### src/common/ntc_regs.svh
// Purpose: Register indexes, field positions, reset values and counts
// Assumes: Index times four is the APB byte address
// Notes:   Definitions only
//
// Overview of operation
// - Four-bit write-only mode register, cleared reset/stop
// - Mode write takes effect second cycle after
// - Top bit reload select, low bits prescale
// - Three-bit read/write output mode, cleared reset/stop
// - Output mode: port, toggle, low, high
// - Load nibbles write-only; low cleared, high undefined
// - Low nibble write leaves counter untouched
// - High nibble write loads full counter value
// - Low nibble kept across loads for reuse
// - High read returns live bits, snapshots low
// - Read and write registers share two addresses
// - Counter increments once per prescaler tick
// - Tick at 255 overflows; reload or wrap
// - Each overflow sets the interrupt request flag
// - Toggle mode inverts pin on overflow tick
`ifndef NTC_REGS_SVH
`define NTC_REGS_SVH
// Register indexes
`define NTC_IDX_MODE    6'h0D
`define NTC_IDX_LOW     6'h0E
`define NTC_IDX_HIGH    6'h0F
`define NTC_IDX_OUTMODE 6'h14
// Field positions in the mode register
`define NTC_RELOAD_BIT  3
`define NTC_PRESC_MSB   2
// Reset values
`define NTC_MODE_RST    4'h0
`define NTC_OUTMODE_RST 3'h0
`define NTC_LOW_RST     4'h0
// Prescaler width covers the 2048-cycle period
`define NTC_PRE_W       11
`define NTC_COUNT_MAX   8'hFF
`endif

### src/common/ntc_pkg.sv
// Purpose: Types shared by the timer block
// Assumes: Nothing beyond the register header
// Notes:   Holds the output mode and register select types
package ntc_pkg;
	// Output pin function codes
	typedef enum logic [2:0] {
		OUT_PORT   = 3'h0,
		OUT_TOGGLE = 3'h1,
		OUT_LOW    = 3'h2,
		OUT_HIGH   = 3'h3
	} ntc_outmode_e;
	// Decoded register target
	typedef enum {
		SEL_NONE,
		SEL_MODE,
		SEL_LOW,
		SEL_HIGH,
		SEL_OUTMODE
	} ntc_sel_e;
endpackage

### src/hdl/ntc_timer.sv
// Purpose: Eight-bit up counter with prescaler, reload and pin output
// Assumes: APB slave, zero wait states, one 10 MHz clock
// Notes:   The interrupt flag itself lives in the interrupt controller
`include "ntc_regs.svh"

module ntc_timer (
	input  wire logic        clock,           // System clock
	input  wire logic        nrst,            // Synchronous reset, low
	input  wire logic        stopMode,        // Stop mode level
	input  wire logic        psel,            // APB select
	input  wire logic        penable,         // APB access phase
	input  wire logic        pwrite,          // APB direction
	input  wire logic [7:0]  paddr,           // APB byte address
	input  wire logic [31:0] pwdata,          // APB write data
	output logic      [31:0] prdata,          // APB read data
	output logic             pready,          // APB ready
	output logic             pslverr,         // APB error
	input  wire logic        sharedPortBit,   // Port value for the pin
	output logic             timerOutputPin,  // Pin level
	output logic             pinIsTimer,      // Pin owned by the timer
	output logic             overflowIrqSet   // Sets overflow_irq_flag
);

	// Complete register state of the block
	typedef struct packed {
		logic [3:0]              mode;      // Applied mode
		logic [3:0]              modePend;  // Mode awaiting effect
		logic                    pendValid; // Pending mode waiting
		logic [2:0]              outMode;   // Output pin mode
		logic [3:0]              loadLow;   // Low load nibble
		logic [3:0]              loadHigh;  // High load nibble
		logic [7:0]              count;     // Counter
		logic [3:0]              snap;      // Low read snapshot
		logic [`NTC_PRE_W-1:0]   pre;       // Prescaler
		logic                    pin;       // Timer pin level
		logic                    ovf;       // Overflow pulse
		logic [31:0]             rdata;     // Read data
		logic                    err;       // Error answer
	} ntc_state_s;

	ntc_state_s st;       // Current state
	ntc_state_s next_st;  // Next state

	// Register target from the byte address
	function automatic ntc_pkg::ntc_sel_e regSel(input logic [7:0] a);
		logic [5:0] idx;
		idx = a[7:2];
		if (a[1:0] != 2'h0) begin
			regSel = ntc_pkg::SEL_NONE;
		end else if (idx == `NTC_IDX_MODE) begin
			regSel = ntc_pkg::SEL_MODE;
		end else if (idx == `NTC_IDX_LOW) begin
			regSel = ntc_pkg::SEL_LOW;
		end else if (idx == `NTC_IDX_HIGH) begin
			regSel = ntc_pkg::SEL_HIGH;
		end else if (idx == `NTC_IDX_OUTMODE) begin
			regSel = ntc_pkg::SEL_OUTMODE;
		end else begin
			regSel = ntc_pkg::SEL_NONE;
		end
	endfunction

	// Prescaler bits that must all be one for a tick
	function automatic logic [`NTC_PRE_W-1:0] divMask(input logic [2:0] s);
		unique case (s)
			3'h0: divMask = 11'h7FF; // 2048 cycles
			3'h1: divMask = 11'h3FF; // 1024 cycles
			3'h2: divMask = 11'h1FF; // 512 cycles
			3'h3: divMask = 11'h07F; // 128 cycles
			3'h4: divMask = 11'h01F; // 32 cycles
			3'h5: divMask = 11'h007; // 8 cycles
			3'h6: divMask = 11'h003; // 4 cycles
			3'h7: divMask = 11'h001; // 2 cycles
		endcase
	endfunction

	ntc_pkg::ntc_sel_e sel;          // Decoded target
	logic              setupPhase;   // APB setup cycle
	logic              wrDone;       // Write completes
	logic              tick;         // Counter tick enable
	logic              overflow;     // Tick at full count
	logic              loadNow;      // High nibble write

	// Bus phase decode
	always_comb begin
		sel        = regSel(paddr);
		setupPhase = psel && !penable;
		wrDone     = psel && penable && pwrite;
		loadNow    = wrDone && (sel == ntc_pkg::SEL_HIGH);
	end

	// One tick per selected period from the free-running prescaler
	always_comb begin
		tick = (st.pre & divMask(st.mode[`NTC_PRESC_MSB:0])) ==
			divMask(st.mode[`NTC_PRESC_MSB:0]);
		overflow = tick && (st.count == `NTC_COUNT_MAX);
	end

	// Next state of everything
	always_comb begin
		next_st     = st;
		next_st.ovf = 1'b0;
		// Prescaler never stops, so mode changes keep their phase
		next_st.pre = st.pre + 11'h001;

		// A staged mode write is applied one cycle late
		if (st.pendValid) begin
			next_st.mode      = st.modePend;
			next_st.pendValid = 1'b0;
		end

		// Counter ticks; a load in the same cycle wins below
		if (tick) begin
			next_st.count = st.count + 8'h01;
		end
		if (overflow) begin
			next_st.ovf = 1'b1;
			if (st.mode[`NTC_RELOAD_BIT]) begin
				next_st.count = {st.loadHigh, st.loadLow};
			end else begin
				next_st.count = 8'h00;
			end
			// Pin update on the overflow tick
			unique case (st.outMode)
				ntc_pkg::OUT_TOGGLE: next_st.pin = !st.pin;
				ntc_pkg::OUT_LOW:    next_st.pin = 1'b0;
				ntc_pkg::OUT_HIGH:   next_st.pin = 1'b1;
				default:             next_st.pin = st.pin;
			endcase
		end

		// Register writes at the access phase
		if (wrDone) begin
			unique case (sel)
				ntc_pkg::SEL_MODE: begin
					next_st.modePend  = pwdata[3:0];
					next_st.pendValid = 1'b1;
				end
				ntc_pkg::SEL_LOW: begin
					// Stored only; the counter keeps running
					next_st.loadLow = pwdata[3:0];
				end
				ntc_pkg::SEL_HIGH: begin
					next_st.loadHigh = pwdata[3:0];
					// Reuses the stored low nibble
					next_st.count = {pwdata[3:0], st.loadLow};
				end
				ntc_pkg::SEL_OUTMODE: begin
					next_st.outMode = pwdata[2:0];
				end
				default: begin
					next_st.outMode = st.outMode; // Unmapped write
				end
			endcase
		end

		// Read data and error are prepared in the setup cycle
		if (setupPhase) begin
			next_st.rdata = 32'h0000_0000;
			next_st.err   = 1'b0;
			if (!pwrite) begin
				unique case (sel)
					ntc_pkg::SEL_HIGH: begin
						// Live high bits, low bits frozen together
						next_st.rdata[3:0] = st.count[7:4];
						next_st.snap       = st.count[3:0];
					end
					ntc_pkg::SEL_LOW: begin
						next_st.rdata[3:0] = st.snap;
					end
					ntc_pkg::SEL_OUTMODE: begin
						next_st.rdata[2:0] = st.outMode;
					end
					ntc_pkg::SEL_MODE: begin
						// Write-only register reads as zero
						next_st.rdata = 32'h0000_0000;
					end
					default: begin
						next_st.err = 1'b1; // Unmapped
					end
				endcase
			end else begin
				next_st.err = (sel == ntc_pkg::SEL_NONE);
			end
		end

		// Stop mode clears the mode registers and low nibble
		if (stopMode) begin
			next_st.mode      = `NTC_MODE_RST;
			next_st.pendValid = 1'b0;
			next_st.outMode   = `NTC_OUTMODE_RST;
			next_st.loadLow   = `NTC_LOW_RST;
		end
	end

	// Single state register; the high load nibble is not reset
	always_ff @(posedge clock) begin
		if (!nrst) begin
			st.mode      <= `NTC_MODE_RST;
			st.modePend  <= `NTC_MODE_RST;
			st.pendValid <= 1'b0;
			st.outMode   <= `NTC_OUTMODE_RST;
			st.loadLow   <= `NTC_LOW_RST;
			st.count     <= 8'h00;
			st.snap      <= 4'h0;
			st.pre       <= 11'h000;
			st.pin       <= 1'b0;
			st.ovf       <= 1'b0;
			st.rdata     <= 32'h0000_0000;
			st.err       <= 1'b0;
		end else begin
			st <= next_st;
		end
	end

	// Outputs
	always_comb begin
		pready         = 1'b1; // Zero wait states
		prdata         = st.rdata;
		pslverr        = st.err && psel && penable;
		overflowIrqSet = st.ovf;
		// Codes 1xx and 000 leave the pin to the port
		pinIsTimer     = (st.outMode != ntc_pkg::OUT_PORT) &&
			!st.outMode[2];
		timerOutputPin = pinIsTimer ? st.pin : sharedPortBit;
	end
endmodule

### config.mk
export PLATFORM = sky130hd
export DESIGN_NAME = ntc_timer
export DESIGN_NICKNAME = d
export VERILOG_FILES = /design/src/common/ntc_pkg.sv /design/src/hdl/ntc_timer.sv
export VERILOG_INCLUDE_DIRS = /design/src /design/src/common
export SDC_FILE = /design/constraint.sdc
export NUM_CORES = 1
export LEC_CHECK = 0
export BUFFER_PORTS_ARGS = -buffer_cell sky130_fd_sc_hd__buf_4
export CAP_MARGIN = 20
export CORE_MARGIN = 4
export CORE_UTILIZATION = 33
export CTS_CLUSTER_SIZE = 16
export DETAILED_ROUTE_END_ITERATION = 10
export MAX_ROUTING_LAYER = met4
export PLACE_DENSITY_LB_ADDON = 0.12
export SETUP_SLACK_MARGIN = 0.02
export SLEW_MARGIN = 10
export SYNTH_ARGS = -nofsm -noshare
export SYNTH_HDL_FRONTEND = slang
export SYNTH_SLANG_ARGS = --single-unit
### constraint.sdc
create_clock -name clock -period 2.9 [get_ports clock]
set_input_delay 0.29 -clock clock [delete_from_list [all_inputs] [get_ports clock]]
set_output_delay 0.29 -clock clock [all_outputs]
set_load 0.02 [all_outputs]
==> flow_summary.rst, run 1 <==
.. list-table::
   :header-rows: 1

   * - Metric
     - Value
   * - Number of ports placed on the die boundary
     - 84
   * - Fraction of final layout cells sized beyond drive strength 1
     - 16.06%
   * - Relative slew margins
     - 54.76%
   * - Overall die area
     - 9903 um2
   * - Flop and latch count out of synthesis
     - 57
   * - Required time of the worst setup path
     - 3.15 ns
   * - Slowest cell on the critical path
     - sky130_fd_sc_hd__nor4_2
   * - CTS tree
     - done
   * - Initial core utilization
     - 33.81%
   * - CP Capture Type
     - flop
   * - Core ar.
     - 8175 um2
   * - Global route overflow
     - 0
   * - Largest stage delay on the critical path
     - 0.52 ns
   * - Portion of total power attributed to sequential cells
     - 48.0%
   * - Maxcap violations
     - 0
   * - Net switching component of the power
     - 0.0003985 W
   * - Clock network fraction of total power
     - 45.8%
   * - IR drop worst, VDD
     - 0.0002209 V
   * - Combined global-route utilization of all metal layers
     - 12.64%
   * - Synth-to-Final Area Change
     - 12.68%
   * - Synthesized cell area
     - 2764 um2
   * - Post-Route WL
     - 5.845 mm
   * - CTS resizes
     - 0
   * - Level count of the clock H-tree
     - 3
   * - Final setup violation count
     - 0
   * - Number of distinct library cells after synthesis
     - 46
   * - # nets final
     - 374
   * - Number of non-filler instances in the completed layout
     - 435
   * - Worst path buffer plus inverter count
     - 0
   * - Average via count per standard cell
     - 4.726
   * - Power per standard cell area
     - 536.0 nW/um2
   * - Die extent in y
     - 99.52 um
   * - Final Slew Violations
     - 0
   * - First-pass GRT wire length
     - 9.356 mm
   * - Final HPWL from detailed placement
     - 4.345 mm
   * - Result of the run
     - completed
   * - Gpl congestion
     - 0.7540
   * - Antenna fix cells
     - 0
   * - Cell-internal power
     - 0.001271 W
   * - Horiz. Die Dim
     - 99.52 um
   * - Clock latency at the later pin of the worst-skew pair
     - 0.34 ns
   * - Mapped Cells
     - 304
   * - Worst-case setup slack after placement
     - 0.7460 ns
   * - Leading post-synthesis cells by cell area
     - sky130_fd_sc_hd__dfxtp_1, sky130_fd_sc_hd__buf_4, sky130_fd_sc_hd__mux2i_1
   * - Remaining number of nets flagged by the antenna check after routing
     - 0
   * - Initial DRC Count
     - 102
   * - Kind of cell adding the most delay to the critical path
     - simple AND/OR/NAND/NOR gates
   * - Share of the core filled with cells
     - 38.09%
   * - Period utilization
     - 75.66%
   * - Crit path launch type
     - flop
   * - Worst Tran Pin Value
     - 0.6731 ns
   * - Dpl cells
     - 419
   * - Vias in the first global route
     - 1,882
   * - Number of hold-repair buffers added at the cts stage
     - 0
   * - PnR Total Power
     - 0.001669 W
   * - Leading area contributor after synthesis
     - sky130_fd_sc_hd__dfxtp_1
   * - Number of antenna violations at the first check in global routing
     - 0
   * - Syn Area/Cell
     - 9.092 um2
   * - Clock-pin slew reported for the worst setup and hold paths after clock tree synthesis
     - 0.06 ns
   * - RSZ-0062 raised after global routing
     - false
   * - Part of the Yosys area used for sequential elements
     - 42.73%
   * - Leakage power summed over all cells
     - 1.237 nW
   * - Min-delay worst type
     - in2reg
   * - Highest clock frequency the design can meet
     - 0.4558 GHz
   * - Largest buffer count on any clock path
     - 2
   * - Async set-reset flop share out of synthesis
     - 0%
   * - Post-synth top area share
     - 38.39%
   * - Switching Share
     - 23.87%
   * - Post-synth EDFFs
     - 4
   * - Buffers inserted during post-CTS setup optimization
     - 0
   * - Worst setup slack after layout
     - 0.7060 ns
   * - Final hold violations
     - 0
   * - Setup total negative slack
     - 0 ns
   * - Combinational fraction of design power
     - 6.2%
   * - Sinks on Clock Net
     - 57
   * - Drt first pass iters
     - 4
   * - Number of buffers created by CTS
     - 9
   * - Total number of placement rows
     - 33
   * - Per-cell routed wire length
     - 13.44 um
   * - Number of buffers inserted by port buffering
     - 26
   * - Critical Path Fanout Max
     - 6
   * - Warnings, synthesis
     - 0
   * - Synth Flop Type
     - sky130_fd_sc_hd__dfxtp_1
   * - Clock tree root driver cell
     - sky130_fd_sc_hd__clkbuf_8
   * - Pin count of the biggest net entering global routing
     - 27
   * - Cell chain of the critical path
     - ha_1 -> and3_1 -> nand4_1 -> nor4_2 -> a21boi_0 -> o22ai_1
   * - Crit path time final
     - 2.194 ns
   * - Vias after detailed routing
     - 2,056
   * - Worst-case clock skew
     - 0.01280 ns
   * - Arr. time, crit path
     - 2.45 ns
   * - Category of the critical setup timing path
     - reg2reg
   * - DRC errors left
     - 0
==> final timing paths <==
path         startpoint   endpoint  slack (ns)  cells after the start
min reg2reg   prdata[3]  prdata[3]        0.46                      2
max reg2reg      st[50]     st[53]        0.71                      6
max              st[50]     st[53]        0.71                      6
min            paddr[3]     st[69]        0.16                      2
==> per-layer routing <==
metal	vias up	global-route usage (%)	part of all wire [%]
met2	53	17.10	43
met1	946	17.30	50
met5	-	-	0
met3	7	4.137	6.0
li1	1050	-	-
met4	0	5.042	1.2
==> cell usage in the layout, fill, tap and decap left out, types with 8 or more instances in the layout <==
master,n
sky130_fd_sc_hd__a21oi_1,8
sky130_fd_sc_hd__buf_4,27
sky130_fd_sc_hd__clkbuf_8,9
sky130_fd_sc_hd__conb_1,29
sky130_fd_sc_hd__dfxtp_1,53
sky130_fd_sc_hd__mux2i_1,23
sky130_fd_sc_hd__nand2_1,21
sky130_fd_sc_hd__nand3_1,15
sky130_fd_sc_hd__nor2_1,39
==> through the flow <==
step                cell area (um2)  hold WS (ns)
CTS                            3114        0.1425
detailed placement             2909        0.4565
global placement               2909        0.4526
global route                   3114        0.1432
finish                         3114        0.1570
floorplan                      2865        0.3685
==> power by group through the flow <==
stage	Clock [W]	Combinational (W)	Sequential [W]
4_1_cts	0.000790	0.000103	0.000801
5_1_grt	0.000827	0.000112	0.000801
3_3_place_gp	0	0.000103	0.000819
6_report	0.000765	0.000103	0.000801
2_1_floorplan	0	0.0000946	0.000817
3_5_place_dp	0	0.000103	0.000818
==> cells in the mapped netlist (5+ instances only) <==
| cell | instances |
|---|---|
| sky130_fd_sc_hd__and3_1 | 6 |
| sky130_fd_sc_hd__dfxtp_1 | 53 |
| sky130_fd_sc_hd__xor2_1 | 7 |
| sky130_fd_sc_hd__nand4_1 | 6 |
| sky130_fd_sc_hd__nor2_1 | 39 |
| sky130_fd_sc_hd__nand2_1 | 21 |
| sky130_fd_sc_hd__o22ai_1 | 5 |
| sky130_fd_sc_hd__nand3_1 | 15 |
| sky130_fd_sc_hd__nand2b_1 | 6 |
| sky130_fd_sc_hd__xnor2_1 | 7 |
| sky130_fd_sc_hd__clkbuf_1 | 10 |
| sky130_fd_sc_hd__buf_4 | 33 |
| sky130_fd_sc_hd__mux2i_1 | 23 |
| sky130_fd_sc_hd__nor4_1 | 5 |
| sky130_fd_sc_hd__a21oi_1 | 8 |
==> logic make-up (layout without fill, tap and decap cells) <==
| family | after synthesis | in the layout | synth area share, % |
|---|---|---|---|
| AOI/OAI and AO/OA | 34 | 34 | 8.466 |
| xor gates and xnor gates | 14 | 14 | 4.436 |
| adders and majority gates | 2 | 2 | 0.9052 |
| buffers and inverters | 49 | 48 | 11.18 |
| DFF | 57 | 57 | 42.73 |
| muxes | 24 | 24 | 8.737 |
| other | 2 | 29 | 0.2717 |
| and+or+nand+nor | 122 | 122 | 23.27 |
==> worst register-to-register path, cell delays in order (launching register included) <==
cell,delay [ns]
sky130_fd_sc_hd__dfxtp_1,0.41
sky130_fd_sc_hd__ha_1,0.21
sky130_fd_sc_hd__and3_1,0.29
sky130_fd_sc_hd__nand4_1,0.14
sky130_fd_sc_hd__nor4_2,0.52
sky130_fd_sc_hd__a21boi_0,0.35
sky130_fd_sc_hd__o22ai_1,0.20
==> area by class of cell <==
cell class,instances,area (um2)
timing repair buffer,27,202.7
clock inverter,5,52.55
multi-input combinational,225,1375
tap,105,131.4
inverter,5,18.77
fill,842,5061
sequential,57,1181
clock buffer,11,152.6
No activity file was read; power rests on OpenSTA's default activity.
==> run 2: changes to the inputs <==
- clock period: 2.9 -> 1.95 ns (I/O delays scaled with it)
==> run 2 against run 1 <==
Effect of this change:
- utilization is 0.61 points higher
- count of clock-buffer cells in the layout is 2 higher
- clock power is 39% higher
- sequential power is 49% higher
- first-iteration DRC count is 34% higher
- maximum frequency is 25% higher
- die area stayed put
- combinational power is 50% higher
- sequential cell count stayed put
- register-to-register slack worse by 0.52 ns
- largest cell class unchanged
==> flow_summary.rst, run 2 (synthesized netlist as in run 1, its figures left out) <==
.. list-table::
   :header-rows: 1

   * - Metric
     - Value
   * - Worst setup slack after layout
     - 0.1898 ns (-0.5162 ns)
   * - Vias after detailed routing
     - 2,090 (+1.7%)
   * - Drt first pass iters
     - 4 (unchanged)
   * - Initial core utilization
     - 33.81% (unchanged)
   * - DRC errors left
     - 0 (unchanged)
   * - Critical Path Fanout Max
     - 6 (unchanged)
   * - Final hold violations
     - 0 (unchanged)
   * - Placed inst area
     - 2969 um2 (+2.1%)
   * - Most common cell after layout, fill and taps aside
     - sky130_fd_sc_hd__dfxtp_1
   * - Relative slew margins
     - 67.03% (+12 points)
   * - Clock tree root driver cell
     - sky130_fd_sc_hd__clkbuf_8
   * - Level count of the clock H-tree
     - 3 (unchanged)
   * - Met3 routed WL
     - 326 um (-7.1%)
   * - Crit path time final
     - 1.760 ns (-0.4338 ns)
   * - IR drop worst, VDD
     - 0.0003520 V (+59%)
   * - Fraction of final layout cells sized beyond drive strength 1
     - 17.75% (+1.7 points)
   * - Remaining number of nets flagged by the antenna check after routing
     - 0 (unchanged)
   * - CTS tree
     - done
   * - Net switching component of the power
     - 0.0005564 W (+40%)
   * - Arr. time, crit path
     - 1.95 ns (-0.50 ns)
   * - Clock latency at the later pin of the worst-skew pair
     - 0.33 ns (about the same)
   * - Result of the run
     - completed
   * - Cell-internal power
     - 0.001854 W (+46%)
   * - Final setup violation count
     - 0 (unchanged)
   * - Average via count per standard cell
     - 4.718 (-0.18%)
   * - Min-delay worst type
     - in2reg
   * - Largest buffer count on any clock path
     - 2 (unchanged)
   * - Switching Share
     - 23.09% (-0.79 points)
   * - Period utilization
     - 90.27% (+15 points)
   * - Final Slew Violations
     - 0 (unchanged)
   * - RSZ-0062 raised after global routing
     - false
   * - Core ar.
     - 8175 um2 (unchanged)
   * - Dpl cells
     - 427 (+1.9%)
   * - Number of hold-repair buffers added at the cts stage
     - 0 (unchanged)
   * - Per-cell routed wire length
     - 13.40 um (-0.24%)
   * - Combinational fraction of design power
     - 6.4% (+0.2 points)
   * - Total number of placement rows
     - 33 (unchanged)
   * - Highest clock frequency the design can meet
     - 0.5681 GHz (+25%)
   * - Clock-pin slew reported for the worst setup and hold paths after clock tree synthesis
     - 0.07 ns (about the same)
   * - Global route overflow
     - 0 (unchanged)
   * - Number of antenna violations at the first check in global routing
     - 0 (unchanged)
   * - Setup total negative slack
     - 0 ns (unchanged)
   * - Met2 routed wirelength
     - 2.565 mm (+3.2%)
   * - Number of buffers created by CTS
     - 9 (unchanged)
   * - Post-Route WL
     - 5.938 mm (+1.6%)
   * - Portion of total power attributed to sequential cells
     - 49.5% (+1.5 points)
   * - Pin count of the biggest net entering global routing
     - 27 (unchanged)
   * - Number of ports placed on the die boundary
     - 84 (unchanged)
   * - Maxcap violations
     - 0 (unchanged)
   * - Number of buffers inserted by port buffering
     - 26 (unchanged)
   * - Overall die area
     - 9903 um2 (unchanged)
   * - Synth-to-Final Area Change
     - 14.49%
   * - CP Capture Type
     - flop
   * - Category of the critical setup timing path
     - reg2reg
   * - Required time of the worst setup path
     - 2.14 ns (-1.01 ns)
   * - Crit path launch type
     - flop
   * - Horiz. Die Dim
     - 99.52 um (unchanged)
   * - Highest metal layer with signal wires
     - met4
   * - Antenna fix cells
     - 0 (unchanged)
   * - Number of non-filler instances in the completed layout
     - 443 (+1.8%)
   * - Die extent in y
     - 99.52 um (unchanged)
   * - Met1 wire length
     - 2.974 mm (+1.3%)
   * - Count of fill cells added during filler insertion
     - 847 (+0.59%)
   * - Leakage power summed over all cells
     - 1.268 nW (+2.6%)
   * - Initial DRC Count
     - 137 (+34%)
   * - Power per standard cell area
     - 761.7 nW/um2 (+42%)
   * - Combined global-route utilization of all metal layers
     - 12.81% (+0.17 points)
   * - First-pass GRT wire length
     - 9.535 mm (+1.9%)
   * - Worst-case clock skew
     - 0.01090 ns (-0.001900 ns)
   * - Vias in the first global route
     - 1,876 (-0.32%)
   * - Worst slack on hold paths
     - 0.06201 ns (-0.09502 ns)
   * - # nets final
     - 382 (+2.1%)
   * - Sinks on Clock Net
     - 57 (unchanged)
   * - Worst Tran Pin Value
     - 0.4901 ns (-0.1829 ns)
   * - Clock network fraction of total power
     - 44.1% (-1.7 points)
   * - Highest-count cells in the layout ignoring fill and taps
     - sky130_fd_sc_hd__dfxtp_1, sky130_fd_sc_hd__nor2_1, sky130_fd_sc_hd__buf_4
   * - Total non-filler cell area in the finished layout
     - 3164 um2 (+1.6%)
   * - Worst-case setup slack after placement
     - 0.2058 ns (-0.5401 ns)
   * - Final HPWL from detailed placement
     - 4.488 mm (+3.3%)
   * - Gpl congestion
     - 0.7671 (+1.7%)
[run 2: changes by cell type in the layout (fill, tap and decap cells not counted), sizes merged]
cell,delta
clkbuf,+2
clkinvlp,-1
buf,+8
clkinv,-1
[run 2: timing repair]
action,4_1_cts,5_1_grt
endpoints found under the hold margin,0,0
setup endpoints to repair,0,1
setup buffers,0,0
gates resized for setup,0,1
[run 2: worst paths after layout]
path / startpoint / to / slack, ns / cells after the start
worst min-delay path: paddr[3] / st[69] / 0.06 / 2
worst max register to register: st[40] / st[51] / 0.19 / 5
worst max-delay path: st[40] / st[51] / 0.19 / 5
worst min register to register: prdata[3] / prdata[3] / 0.46 / 2
[run 2: metal layers]
metal	up-vias	GRT usage [%]
li1	1060	-
met1	963	17.61
met2	61	18.03
met3	6	2.945
met4	0	5.357
met5	-	-
[run 2: power by group through the flow]
stage | sequential [W] | clock (W) | combinational, W
6_report | 0.00119 | 0.00106 | 0.000154
4_1_cts | 0.00119 | 0.00110 | 0.000155
2_1_floorplan | 0.00122 | 0 | 0.000141
3_3_place_gp | 0.00122 | 0 | 0.000155
5_1_grt | 0.00119 | 0.00115 | 0.000169
3_5_place_dp | 0.00122 | 0 | 0.000154
[run 2: worst max-delay path, cell delays in order (launching register included)]
cell	delay, ns
sky130_fd_sc_hd__dfxtp_1	0.42
sky130_fd_sc_hd__a21bo_2	0.17
sky130_fd_sc_hd__nand4_1	0.25
sky130_fd_sc_hd__or3_1	0.50
sky130_fd_sc_hd__mux2i_1	0.19
sky130_fd_sc_hd__o22ai_1	0.08
[run 2: stage by stage]
stage               power [W]  utilization, %
floorplan            0.001356               -
finish               0.002410           38.71
global route         0.002513           38.71
detailed placement   0.001371           36.32
global placement     0.001373           36.32
CTS                  0.002449           38.63
[run 2: final cells by class]
| class | instances | area [um2] | share of cell area (%) |
|---|---|---|---|
| inverters | 5 | 18.77 | 0.5931 |
| flip-flops and latches | 57 | 1181 | 37.33 |
| clock inverters | 3 | 40.04 | 1.265 |
| multi-input cells | 225 | 1381 | 43.65 |
| well taps | 105 | 131.4 | 4.152 |
| clock buffers | 13 | 148.9 | 4.705 |
| repair buffers | 35 | 262.8 | 8.304 |
==> run 3: changes to the inputs <==
- GPL_TIMING_DRIVEN: unset -> 0
==> run 3 against run 2 <==
Effect of this change:
- critical path depth is 1 higher
- power is 14% higher
- global-route usage up 0.56 points
- non-clock buffer count rose by 35
- sequential cell count unchanged
- utilization rose by 3.5 points
- critical endpoint unchanged
==> flow_summary.rst, run 3 (synthesized netlist as in run 1, its figures left out) <==
.. list-table::
   :header-rows: 1

   * - Metric
     - Value
   * - Result of the run
     - completed
   * - Total number of placement rows
     - 33 (unchanged)
   * - Power per standard cell area
     - 796.0 nW/um2 (+4.5%)
   * - Drt first pass iters
     - 4 (unchanged)
   * - Sinks on Clock Net
     - 57 (unchanged)
   * - Post-Route WL
     - 6.064 mm (+2.1%)
   * - Level count of the clock H-tree
     - 3 (unchanged)
   * - Critical Path Fanout Max
     - 6 (unchanged)
   * - RSZ-0062 raised after global routing
     - false
   * - Number of buffers created by CTS
     - 9 (unchanged)
   * - CP Capture Type
     - flop
   * - Worst slack on hold paths
     - 0.05519 ns (-0.006821 ns)
   * - Per-cell routed wire length
     - 12.69 um (-5.4%)
   * - Fraction of final layout cells sized beyond drive strength 1
     - 23.59% (+5.8 points)
   * - Core ar.
     - 8175 um2 (unchanged)
   * - Vias in the first global route
     - 1,975 (+5.3%)
   * - Horiz. Die Dim
     - 99.52 um (unchanged)
   * - Antenna fix cells
     - 0 (unchanged)
   * - IR drop worst, VDD
     - 0.0005108 V (+45%)
   * - Remaining number of nets flagged by the antenna check after routing
     - 0 (unchanged)
   * - Gpl congestion
     - 0.7941 (+3.5%)
   * - Arr. time, crit path
     - 1.98 ns (+0.03 ns)
   * - Synth-to-Final Area Change
     - 24.94%
   * - Setup total negative slack
     - 0 ns (unchanged)
   * - Clock-pin slew reported for the worst setup and hold paths after clock tree synthesis
     - 0.07 ns (about the same)
   * - Number of buffers inserted by port buffering
     - 26 (unchanged)
   * - DRC errors left
     - 0 (unchanged)
   * - Crit path time final
     - 1.773 ns (+0.01322 ns)
   * - Cell chain of the critical path
     - a21bo_2 -> nand4_1 -> or3_1 -> clkbuf_1 -> mux2i_1 -> o22ai_1
   * - Crit path launch type
     - flop
   * - Maxcap violations
     - 0 (unchanged)
   * - Final hold violations
     - 0 (unchanged)
   * - Number of antenna violations at the first check in global routing
     - 0 (unchanged)
   * - Largest buffer count on any clock path
     - 2 (unchanged)
   * - Initial core utilization
     - 33.81% (unchanged)
   * - PnR Total Power
     - 0.002749 W (+14%)
   * - Final setup violation count
     - 0 (unchanged)
   * - Relative slew margins
     - 63.02% (-4.0 points)
   * - Period utilization
     - 90.95% (+0.68 points)
   * - Highest-count cells in the layout ignoring fill and taps
     - sky130_fd_sc_hd__buf_4, sky130_fd_sc_hd__dfxtp_1, sky130_fd_sc_hd__nor2_1
   * - Leakage power summed over all cells
     - 1.468 nW (+16%)
   * - Combined global-route utilization of all metal layers
     - 13.37% (+0.56 points)
   * - Required time of the worst setup path
     - 2.16 ns (+0.02 ns)
   * - Worst-case clock skew
     - 0.009669 ns (-0.001235 ns)
   * - Share of the core filled with cells
     - 42.24% (+3.5 points)
   * - Clock latency at the later pin of the worst-skew pair
     - 0.34 ns (about the same)
   * - Vias after detailed routing
     - 2,165 (+3.6%)
   * - Final Slew Violations
     - 0 (unchanged)
   * - Initial DRC Count
     - 142 (+3.6%)
   * - Pin count of the biggest net entering global routing
     - 11 (-59%)
   * - Highest clock frequency the design can meet
     - 0.5639 GHz (-0.75%)
   * - Average via count per standard cell
     - 4.529 (-4.0%)
   * - Min-delay worst type
     - in2reg
   * - Overall die area
     - 9903 um2 (unchanged)
   * - # nets final
     - 417 (+9.2%)
   * - Clock tree root driver cell
     - sky130_fd_sc_hd__clkbuf_8
   * - Die extent in y
     - 99.52 um (unchanged)
   * - First-pass GRT wire length
     - 9.922 mm (+4.1%)
   * - CTS tree
     - done
   * - Number of ports placed on the die boundary
     - 84 (unchanged)
   * - Largest stage delay on the critical path
     - 0.40 ns (-0.10 ns)
   * - Most common cell after layout, fill and taps aside
     - sky130_fd_sc_hd__buf_4
   * - Slowest cell on the critical path
     - sky130_fd_sc_hd__dfxtp_1
   * - Category of the critical setup timing path
     - reg2reg
   * - Global route overflow
     - 0 (unchanged)
   * - Worst Tran Pin Value
     - 0.5547 ns (+0.06461 ns)
   * - Number of hold-repair buffers added at the cts stage
     - 0 (unchanged)
   * - Final HPWL from detailed placement
     - 4.705 mm (+4.8%)
   * - Flop2flop setup slack
     - 0.18 ns (about the same)
## run 3: cell count changes in the layout (fill, tap and decap cells not counted), sizes merged
cell,previous run,this run
clkbuf,13,21
bufinv,1,2
buf,35,61
## run 3: worst paths after layout
path,from,to,cells past startpoint
max,st[40],st[51],6
min,paddr[3],st[69],2
max reg2reg,st[40],st[51],6
min reg2reg,prdata[3],prdata[3],2
## run 3: what timing repair did
item	in CTS	in global routing
pin swaps	1	1
resized for setup	2	1
setup endpoints to repair	7	7
buffers inserted	1	0
## run 3: worst max-delay path: cells and delay by family, from the launching register on
family | cells | cell delay [ns]
AO/OA/AOI/OAI | 2 | 0.27
buffers and inverters | 1 | 0.18
flip-flops | 1 | 0.40
multiplexers | 1 | 0.21
AND/OR/NAND/NOR | 2 | 0.58
## run 3: cell type report
class	instances	area [um2]
clock inverters	4	70.07
plain buffers	43	286.5
multi-input cells	225	1385
inverters	5	18.77
clock buffers	12	177.7
repair buffers	27	202.7
flip-flops and latches	57	1181
well taps	105	131.4
fillers	842	4722
## run 3: power by group
part | switching, W | leakage, nW | internal [W] | total (W)
registers | 0.00000794 | 0.464 | 0.00118 | 0.00119
logic | 0.000116 | 0.877 | 0.0000849 | 0.000200
clock network | 0.000486 | 0.127 | 0.000871 | 0.00136
## run 3: per-layer routing
layer	global-route usage [%]	wire, um	vias to the layer above	part of all wire [%]
li1	-	-	1133	-
met1	18.36	2921	955	48
met2	18.44	2634	70	43
met3	3.156	433	7	7.1
met4	6.303	74	0	1.2
met5	-	0	-	0
## run 3: through the flow
step / std cells / setup WS [ns] / instance area, um2
2_1_floorplan: 331 / 0.2925 / 2865
3_3_place_gp: 462 / -0.2200 / 3192
3_5_place_dp: 462 / -0.2253 / 3192
4_1_cts: 478 / 0.02636 / 3452
5_1_grt: 478 / 0.02534 / 3453
6_report: 478 / 0.1766 / 3453
